==> src/verilog/sar_ctl_pkg.sv <==
// What this block does
// - Parallel mode: shared pin is result bit 11.
// - Serial external clock: shared pin is error flag.
// - Unfinished slave read at completion: drop, pulse flag.
// - Result bits 12 to 15 driven at all times except while reset is applied.
// - Busy high from start until result latched.
// - Output bus bits 0 to 10 enabled only with select and read low.
// - Chip select gates the external serial clock.
// - Reset held high aborts any conversion.
// - Power-down finishes current conversion, then blocks starts.
// - Start falling edge holds sample and converts.
// - Low-power mode: start still low after acquisition converts.
// - Clock source select sets serial clock direction.
// - Both mode selects low gives normal mode.
package sar_ctl_pkg;
  localparam int unsigned CLK_MHZ        = 125;
  localparam int unsigned RES_BITS       = 16;
  localparam int unsigned CONV_NS        = 1600;
  localparam int unsigned ACQ_NS         = 400;
  localparam int unsigned LP_WAKE_NS     = 400;
  localparam int unsigned CONV_CYC       = (CONV_NS * CLK_MHZ + 999) / 1000;
  localparam int unsigned ACQ_CYC        = (ACQ_NS * CLK_MHZ + 999) / 1000;
  localparam int unsigned LP_WAKE_CYC    = (LP_WAKE_NS * CLK_MHZ + 999) / 1000;
  localparam int unsigned SCLK_DIV       = 8;
  localparam int unsigned CNT_W          = 12;
  localparam logic [4:0]  BIT_CNT_RST    = 5'h00;
  localparam logic [15:0] RESULT_RST     = 16'h0000;
  localparam int unsigned ERR_BIT        = 11;
  localparam int unsigned SDOUT_BIT      = 8;
  localparam int unsigned SCLK_BIT       = 9;
  typedef enum logic [1:0] {
    ST_ACQ  = 2'b00,
    ST_CONV = 2'b01,
    ST_DOWN = 2'b10
  } conv_state_e;
endpackage

==> src/verilog/sar_sync2.sv <==
module sar_sync2 #(
  parameter int unsigned W = 1
) (
  input  wire logic         i_mclk,
  input  wire logic         i_sys_rst,
  input  wire logic [W-1:0] i_async,
  output logic      [W-1:0] o_sync
);
  logic [W-1:0] meta_q;
  logic [W-1:0] sync_q;
  always_ff @(posedge i_mclk) begin
    if (i_sys_rst) begin
      meta_q <= '0;
      sync_q <= '0;
    end else begin
      meta_q <= i_async;
      sync_q <= meta_q;
    end
  end
  assign o_sync = sync_q;
endmodule // sar_sync2

==> src/verilog/sar_adc_conversion_control.sv <==
module sar_adc_conversion_control
  import sar_ctl_pkg::*;
(
  input  wire logic        i_mclk,
  input  wire logic        i_sys_rst,
  input  wire logic        i_reset_pin,
  input  wire logic        i_conversion_start_n,
  input  wire logic        i_power_down,
  input  wire logic        i_low_power_sel,
  input  wire logic        i_fast_rate_sel,
  input  wire logic        i_serial_parallel_select,
  input  wire logic        i_clock_source_select,
  input  wire logic        i_cs_n,
  input  wire logic        i_rd_n,
  input  wire logic        i_sclk_in,
  input  wire logic [15:0] i_sample,
  output logic             o_busy,
  output logic             o_low_power_active,
  output logic             o_hold,
  output logic [15:0]      o_data,
  output logic [15:0]      o_data_oe,
  output logic             o_incomplete_read_flag
);
  // Pins from the host are asynchronous: resync all but the two mode selects together.
  // Active-low pins pass the synchroniser inverted, so that its cleared
  // state reads as idle and no select or read shows up after reset.
  localparam logic [7:0] IDLE_FLIP = 8'h46;
  logic [7:0] pin_raw;
  logic [7:0] pin_s;
  assign pin_raw = {i_reset_pin, i_conversion_start_n, i_power_down,
                    i_serial_parallel_select, i_clock_source_select,
                    i_cs_n, i_rd_n, i_sclk_in} ^ IDLE_FLIP;

  sar_sync2 #(.W(8)) u_sync (
    .i_mclk    (i_mclk),
    .i_sys_rst (i_sys_rst),
    .i_async   (pin_raw),
    .o_sync    (pin_s)
  );

  logic rst_pin, cnv_n, pd, ser, ext, cs_n, rd_n, sclk;
  assign {rst_pin, cnv_n, pd, ser, ext, cs_n, rd_n, sclk} = pin_s ^ IDLE_FLIP;

  conv_state_e       state_q, state_d;
  logic [CNT_W-1:0]  cnt_q, cnt_d;
  logic              cnv_prev_q, sclk_prev_q;
  logic              busy_q, busy_d;
  logic [15:0]       result_q, result_d;
  logic [15:0]       shift_q, shift_d;
  logic [4:0]        bits_q, bits_d;
  logic              err_q, err_d;
  logic              hold_q, hold_d;
  logic [15:0]       data_q, data_d;
  logic [15:0]       oe_q, oe_d;
  logic [3:0]        div_q, div_d;
  logic              isclk_q, isclk_d;
  logic              lowpow_q, lowpow_d;

  // Counts from the package are wider than the counter; the helper cuts
  // them in one place for every comparison against the counter.
  function automatic logic at_count(input logic [CNT_W-1:0] c,
                                    input int unsigned       n);
    return c == CNT_W'(n);
  endfunction

  logic cnv_fall, sclk_rise, read_en, slave, impulse, start, done;
  assign cnv_fall  = cnv_prev_q & ~cnv_n;
  assign read_en   = ~cs_n & ~rd_n;
  assign slave     = ser & ext;
  // An external clock edge counts only while selected.
  assign sclk_rise = slave & ~cs_n & sclk & ~sclk_prev_q;
  assign impulse   = i_low_power_sel & ~i_fast_rate_sel;
  assign done      = (state_q == ST_CONV) && at_count(cnt_q, CONV_CYC - 1);

  always_comb begin
    state_d  = state_q;
    cnt_d    = cnt_q;
    busy_d   = busy_q;
    hold_d   = hold_q;
    result_d = result_q;
    shift_d  = shift_q;
    bits_d   = bits_q;
    err_d    = 1'b0;
    div_d    = div_q + 4'h1;
    isclk_d  = isclk_q;
    lowpow_d = impulse && (state_q != ST_CONV);
    start    = 1'b0;
    case (state_q)
      ST_ACQ: begin
        if (!at_count(cnt_q, ACQ_CYC)) begin
          cnt_d = cnt_q + 1'b1;
        end
        if (pd) begin
          state_d = ST_DOWN;
        end else if (at_count(cnt_q, ACQ_CYC)) begin
          // Normal mode starts only on an edge; low-power also on a level.
          start = cnv_fall || (impulse && !cnv_n);
        end
        if (start) begin
          state_d = ST_CONV;
          cnt_d   = '0;
          busy_d  = 1'b1;
          hold_d  = 1'b1;
        end
      end
      ST_CONV: begin
        cnt_d = cnt_q + 1'b1;
        if (done) begin
          // A pending slave read is lost when the new result lands.
          if (slave && bits_q != BIT_CNT_RST) begin
            err_d = 1'b1;
          end
          result_d = i_sample;
          shift_d  = i_sample;
          bits_d   = BIT_CNT_RST;
          busy_d   = 1'b0;
          hold_d   = 1'b0;
          cnt_d    = '0;
          state_d  = pd ? ST_DOWN : ST_ACQ;
        end
      end
      ST_DOWN: begin
        cnt_d = '0;
        if (!pd) begin
          state_d = ST_ACQ;
        end
      end
      default: begin
        state_d = ST_ACQ;
        cnt_d   = '0;
      end
    endcase
    // Internal serial clock is a divided tick driven out when master.
    if (div_q == 4'(SCLK_DIV - 1)) begin
      div_d   = 4'h0;
      isclk_d = ~isclk_q;
    end
    if (sclk_rise || (ser && !ext && read_en && div_q == 4'h0
                      && isclk_q)) begin
      // The edge that meets a freshly loaded result must not shift it.
      if (!done) begin
        shift_d = {shift_q[14:0], 1'b0};
        bits_d  = (bits_q == 5'd15) ? BIT_CNT_RST : bits_q + 5'd1;
      end
    end
  end

  always_comb begin
    data_d = result_q;
    oe_d   = '0;
    if (read_en) begin
      oe_d = 16'hffff;
      if (ser) begin
        data_d            = 16'h0000;
        data_d[15:12]     = result_q[15:12];
        data_d[SDOUT_BIT] = shift_q[15];
        data_d[SCLK_BIT]  = isclk_q;
        oe_d[SCLK_BIT]    = ~ext;
        oe_d[7:0]         = 8'h00;
        oe_d[10]          = 1'b0;
        oe_d[ERR_BIT]     = ext;
      end
    end
    if (!ser) begin
      data_d[ERR_BIT] = result_q[ERR_BIT];
    end else begin
      data_d[ERR_BIT] = err_q;
      oe_d[ERR_BIT]   = ext;
    end
    oe_d[15:12] = 4'hf;
  end

  always_ff @(posedge i_mclk) begin
    if (i_sys_rst || rst_pin) begin
      state_q     <= ST_ACQ;
      cnt_q       <= '0;
      busy_q      <= 1'b0;
      hold_q      <= 1'b0;
      result_q    <= RESULT_RST;
      shift_q     <= RESULT_RST;
      bits_q      <= BIT_CNT_RST;
      err_q       <= 1'b0;
      cnv_prev_q  <= 1'b1;
      sclk_prev_q <= 1'b0;
      div_q       <= 4'h0;
      isclk_q     <= 1'b0;
      lowpow_q    <= 1'b0;
    end else begin
      state_q     <= state_d;
      cnt_q       <= cnt_d;
      busy_q      <= busy_d;
      hold_q      <= hold_d;
      result_q    <= result_d;
      shift_q     <= shift_d;
      bits_q      <= bits_d;
      err_q       <= err_d;
      cnv_prev_q  <= cnv_n;
      sclk_prev_q <= sclk;
      div_q       <= div_d;
      isclk_q     <= isclk_d;
      lowpow_q    <= lowpow_d || (state_d == ST_DOWN);
    end
  end

  // The pin stage is registered on its own; it follows the converter
  // state one cycle later, while busy, hold and the flag change with it.
  always_ff @(posedge i_mclk) begin
    if (i_sys_rst || rst_pin) begin
      data_q <= RESULT_RST;
      oe_q   <= 16'h0000;
    end else begin
      data_q <= data_d;
      oe_q   <= oe_d;
    end
  end

  assign o_busy                 = busy_q;
  assign o_hold                 = hold_q;
  assign o_low_power_active     = lowpow_q;
  assign o_data                 = data_q;
  assign o_data_oe              = oe_q;
  assign o_incomplete_read_flag = err_q;
endmodule // sar_adc_conversion_control

==> config.mk <==
export PLATFORM = sky130hd
export DESIGN_NAME = sar_adc_conversion_control
export DESIGN_NICKNAME = d
export VERILOG_FILES = /design/src/verilog/sar_ctl_pkg.sv /design/src/verilog/sar_sync2.sv /design/src/verilog/sar_adc_conversion_control.sv
export SDC_FILE = /design/constraint.sdc
export NUM_CORES = 1
export LEC_CHECK = 0
export BUFFER_PORTS_ARGS = -buffer_cell sky130_fd_sc_hd__buf_2
export CAP_MARGIN = 15
export CORE_UTILIZATION = 55
export CTS_CLUSTER_DIAMETER = 150
export DETAILED_ROUTE_END_ITERATION = 12
export PLACE_DENSITY = 0.88
export SYNTH_ARGS = -nofsm -noshare
export SYNTH_HDL_FRONTEND = slang
export SYNTH_HIERARCHICAL = 1
export SYNTH_SLANG_ARGS = --single-unit
==> constraint.sdc <==
create_clock -name i_mclk -period 2.38 [get_ports i_mclk]
set_input_delay 0.119 -clock i_mclk [delete_from_list [all_inputs] [get_ports i_mclk]]
set_output_delay 0.119 -clock i_mclk [all_outputs]
set_load 0.01 [all_outputs]
After elaboration in Yosys (flattened, before gate mapping):

Index checks and enable logic that the tools add are counted.

* flip-flop bits (word level): 109
* input port bits: 28
* output and inout port bits: 36
* word-level logic and storage cells: 108

* $add $sub $neg: 3
* eq/ne operators: 11
* muxes and demuxes: 34
* bitwise logic cells: 19
* reduce and logical (&&, ||, !) cells: 23

Operators with widths (count)
* 16-bit 2-to-1 mux: 5
* 12-bit 2-to-1 mux: 4
* 5-bit 2-to-1 mux: 5
* 12-bit one-hot mux with 2 select lines: 1
* 11-bit 2-to-1 mux: 2
* 12-bit by 1-bit adder with 12-bit output (second input constant): 1
* 12-bit by 6-bit == test with 1-bit output (second input constant): 1
* 12-bit by 8-bit == test with 1-bit output (second input constant): 1
* 2-bit 2-to-1 mux: 5
* 1-bit NOT: 10
* 1-bit logical AND: 8
* 1-bit 2-to-1 mux: 8
* 8-bit 2-to-1 mux: 1
* 1-bit AND: 7
* 3-bit NOT: 2
* 2-bit one-hot mux with 3 select lines: 1
* 5-bit by 1-bit adder with 5-bit output (second input constant): 1
* 5-bit by 4-bit == test with 1-bit output (second input constant): 1
* 5-bit nonzero test: 1
* 4-bit by 1-bit adder with 4-bit output (second input constant): 1
* 2-bit == test (second input constant): 2
* 4-bit by 3-bit == test with 1-bit output (second input constant): 1
* 4-bit zero test: 1
* 1-bit logical OR: 4
* 13 further kinds: 16

Logic depth before layout (Yosys ltp):

* depth in word-level cells: 11
* gate-level depth with buffers: 7
* mapped depth without buffers: 7

Hierarchy:

Netlist, hierarchy kept.

Modules (own cells, without submodules)
* sar_adc_conversion_control: times used 1, cells each 379, area each 3298.2 um2, sequential area each 1641.6 um2
* sar_sync2: times used 1, cells each 33, area each 464.2 um2, sequential area each 320.3 um2

Least setup slack after synthesis:

OpenSTA, ideal clock, no wires.

* path type: register to register
* start point: register cnt_q[3]
* end point: register hold_q (netlist: o_hold)
* library setup time: 0.128 ns
* data arrival time: 1.584 ns
* data required time: 2.252 ns
* slack: 0.668 ns
* cell stages (with the launch flop): 8
* buffers on the path: 2
* clock period less this slack: 1.712 ns
* path through: dfxtp_1 nor3_1 nand2_2 or3_1 buf_2 buf_6 a22oi_1 nor2_1

* cells in the longest elaborated chain, start to end: 6
* elaborated cells between the ends (all ways): 9
* classes of those cells: eq/ne (4); mux (3); reduce/logical (2)

Ends and longest elaborated chain
* from (decl): RTL line sar_adc_conversion_control.sv:45 `logic [CNT_W-1:0] cnt_q, cnt_d;`
* from (signal assigned): RTL line sar_adc_conversion_control.sv:190 `cnt_q <= cnt_d;`
* 12-bit by 6-bit == test with 1-bit output: RTL line sar_adc_conversion_control.sv:63 `return c == CNT_W'(n);`
* 1-bit 2-to-1 mux: RTL line sar_adc_conversion_control.sv:95 `end else if (at_count(cnt_q, ACQ_CYC)) begin`
* 1-bit 2-to-1 mux: RTL line sar_adc_conversion_control.sv:93 `if (pd) begin`
* 1-bit 2-to-1 mux: RTL line sar_adc_conversion_control.sv:88 `case (state_q)`
* 2-bit by 1-bit != test with 1-bit output (no source line)
* 3-bit AND reduction (no source line) *
* to (signal assigned): RTL line sar_adc_conversion_control.sv:192 `hold_q <= hold_d;`
* to (decl): RTL line sar_adc_conversion_control.sv:52 `logic hold_q, hold_d;`

Every way passes the cells marked *; elsewhere a longest branch is shown, timed or not. The select of a mux whose other input is x is not followed.
A chain may end at the register's enable or synchronous reset.

Final worst setup path:

* start point: register cnt_q[1]
* end point: register shift_q[12]

* cells in the longest elaborated chain, start to end: 6

Ends and longest elaborated chain
* 12-bit by 8-bit == test with 1-bit output *: RTL line sar_adc_conversion_control.sv:63
* 1-bit logical AND *: RTL line sar_adc_conversion_control.sv:73 `assign done = (state_q == ST_CONV) && at_count(cnt_q, CONV_CYC - 1);`
* 16-bit 2-to-1 mux: RTL line sar_adc_conversion_control.sv:108 `if (done) begin`
* 16-bit 2-to-1 mux: RTL line sar_adc_conversion_control.sv:88
* 16-bit 2-to-1 mux: RTL line sar_adc_conversion_control.sv:141 `if (!done) begin`
* 16-bit 2-to-1 mux *: RTL line sar_adc_conversion_control.sv:138 `if (sclk_rise || (ser && !ext && read_en && div_q == 4'h0`
* to (signal assigned): RTL line sar_adc_conversion_control.sv:194 `shift_q <= shift_d;`
* to (decl): RTL line sar_adc_conversion_control.sv:49 `logic [15:0] shift_q, shift_d;`

Every way passes the cells marked *; elsewhere a longest branch is shown, timed or not.

==> results.json <==
{
  "violations": "DRC",
  "synthFlopType": "dfxtp_1",
  "post-place-ws_ns": 0.407,
  "yosys.area.top_type_share": 0.521,
  "synth.most_common_cell": "dfxtp_1",
  "first_iter_violations": 215,
  "power_mw": 2.84,
  "seqPwrFrac": 0.592,
  "num_io_pins": 64,
  "cts_made_buffers": 9,
  "synth_cells": 412,
  "synth_top_family_by_area": "simple AND/OR/NAND/NOR gates",
  "grt_max_degree": 52,
  "drv_cap": 0,
  "post_dp_cell_area_um2": 4040,
  "setup_viol": 0,
  "outcome": "finished with violations",
  "yosys_warnings": 6,
  "tightestPinTransition_ns": 0.549,
  "switchingPower_mw": 0.701,
  "yosys.area.top_type": "dfxtp_1",
  "areaGrowthSynthToFinish_pct": 16.5,
  "intPower_mw": 2.14,
  "required_ns": 2.62,
  "synth_nets": 446,
  "power_leakage_nw": 1.83,
  "ys_top_cells_by_area": "dfxtp_1 (52%), nand2_1 (7.4%), a21oi_1 (3.3%)",
  "async_reset_ff_frac": 0,
  "portBuffers": 63,
  "ys_ff_latch": 98,
  "slew_headroom": 0.629,
  "final_cells": 559,
  "hpwl_um": 4840,
  "hold_violations": 0,
  "swShare": 0.247,
  "clock_latency_ns": 0.37,
  "grt_setup_unrepaired": "no",
  "antenna_found_initial": 0,
  "die_area_um2": 7180,
  "die_h_um": 84.7,
  "start_util": 0.583,
  "diodes": 0,
  "cts_tree": "yes",
  "clockRootBuffer": "clkbuf_8",
  "cp_max_fo": 51,
  "worst_ep_arrival_time_ns": 2.21,
  "grt-ovfl-total": 0,
  "via_per_inst": 5.37,
  "synth-simple-area-share": 0.242,
  "cts_max_path_buffers": 2,
  "synthTopCellsByCount": "dfxtp_1 (98), nand2_1 (74), nor2_1 (30), a21oi_1 (25), o21ai_0 (18)",
  "max_freq_ghz": 0.506,
  "clk_pin_slew_ns": 0.10,
  "drc": 3,
  "worstSetupPathType": "flop to flop",
  "fin_skew_ns": 0.0138,
  "fin_ws_ns": 0.405,
  "hold_path.class": "input pin to flop",
  "worstSetupStartpointType": "flop",
  "avgRoutedWirePerCell_um": 13.4,
  "muxShareOfSynthArea": 0.00798,
  "dp.cells": 527,
  "crit_path_end_kind": "flop",
  "wl_um": 7480,
  "ir_drop_uv": 565,
  "die_w_um": 84.7,
  "synth_edf_count": 0,
  "finish.net_count": 511,
  "finalCriticalPeriod_ns": 1.98,
  "coreArea_um2": 6460,
  "pwr-share-clk": 0.354,
  "synth_xor_xnor_area_share": 0.0279,
  "rows": 29,
  "track_usage": 0.220,
  "slew_violations": 0,
  "drive_above_1_share": 0.226,
  "firstDrtPassIters": 8,
  "synth_seq_area_share": 0.521,
  "powerDensity_nw_per_um2": 647,
  "final_util": 0.679,
  "synth.distinct_cells": 51,
  "grt_pass1_vias": 2795,
  "clock-sinks": 98,
  "postSynthAreaPerCell_um2": 9.13,
  "final_area_um2": 4380,
  "antenna_left": 0,
  "cts_resized": 0,
  "comb_power_share": 0.054,
  "synth_compound_area_frac": 0.117,
  "synth_area_um2": 3760,
  "synth_fa_ha_area_frac": 0.0200,
  "holdWs_ns": 0.0100,
  "grt_first_pass_wirelength_um": 12500,
  "tns_ns": 0,
  "gp_congestion": 0.800,
  "period_share": 0.830,
  "htreeDepth": 3,
  "vias": 3004
}
[final timing paths]
check	start	to	slack, ns	cells past startpoint
setup / recovery	cnt_q[1]	shift_q[12]	0.40	6
hold / removal	i_conversion_start_n	u_sync/meta_q[6]	0.01	3
setup reg to reg	cnt_q[1]	shift_q[12]	0.40	6
hold reg to reg	u_sync/o_sync[6]	cnv_prev_q	0.40	1
[metal layers]
metal / wire [um] / GRT usage
met1: 3170 / 0.260
met2: 3690 / 0.368
met3: 363 / 0.0452
met4: 256 / 0.134
met5: 0 / 0
[registers in the layout (all words and copies together) (netlist names), 5 cells and up]
register / count
bits_q: 5
cnt_q: 12
o_data: 16
o_data_oe: 5
result_q: 16
shift_q: 16
u_sync/meta_q: 8
u_sync/o_sync: 8
[logic make-up (layout without fill, tap and decap cells)]
group	Yosys count	in the layout
multiplexers	3	3
AND/OR/NAND/NOR	176	176
buffers and inverters	44	114
flip-flops	98	98
XOR/XNOR	12	12
AO/OA/AOI/OAI	73	73
adder cells (fa/ha/maj)	6	6
[power by group through the flow]
stage	sequential (mW)	combinational, mW	clock (mW)
5_1_grt	1.69	0.168	1.08
2_1_floorplan	1.71	0.0866	0
6_report	1.68	0.152	1.00
3_5_place_dp	1.72	0.130	0
4_1_cts	1.68	0.152	1.02
3_3_place_gp	1.72	0.125	0
[worst max-delay path, stage by stage, from the launching register on]
cell and delay (ns):
dfxtp_1 0.39, ha_1 0.38, nand4_4 0.17, or3_1 0.33, buf_4 0.28, o21ai_0 0.24
a31oi_1 0.06
[cells in the final DEF, fill, tap and decap left out, types with 2 or more instances in the layout]
master / count
dfxtp_1: 98
nand2_1: 74
buf_2: 63
nor2_1: 30
a21oi_1: 25
o21ai_0: 18
a31oi_1: 16
dlygate4sd3_1: 16
nand3_1: 14
and3_1: 11
inv_1: 10
clkbuf_8: 9
buf_4: 8
xor2_1: 7
nor2b_2: 7
nor2b_1: 6
ha_1: 6
and2b_2: 6
nor3_1: 5
xnor2_1: 5
and2_1: 5
or3_1: 4
mux2i_1: 3
clkinvlp_4: 3
and4_1: 2
o22ai_1: 2
inv_8: 2
[layout make-up]
class | instances | area, um2
well taps | 77 | 96.3
multi-input cells | 270 | 1560
fillers | 512 | 2070
clock buffers | 9 | 124
inverters | 11 | 41.3
repair buffers | 87 | 536
flip-flops and latches | 98 | 1960
clock inverters | 7 | 62.6
[what timing repair did]
action	4_1_cts	5_1_grt
endpoints found under the setup margin	0	0
setup buffers	0	0
hold endpoints to repair	16	0
hold buffers	16	0
Note: power is estimated with default switching activity, not from simulation.
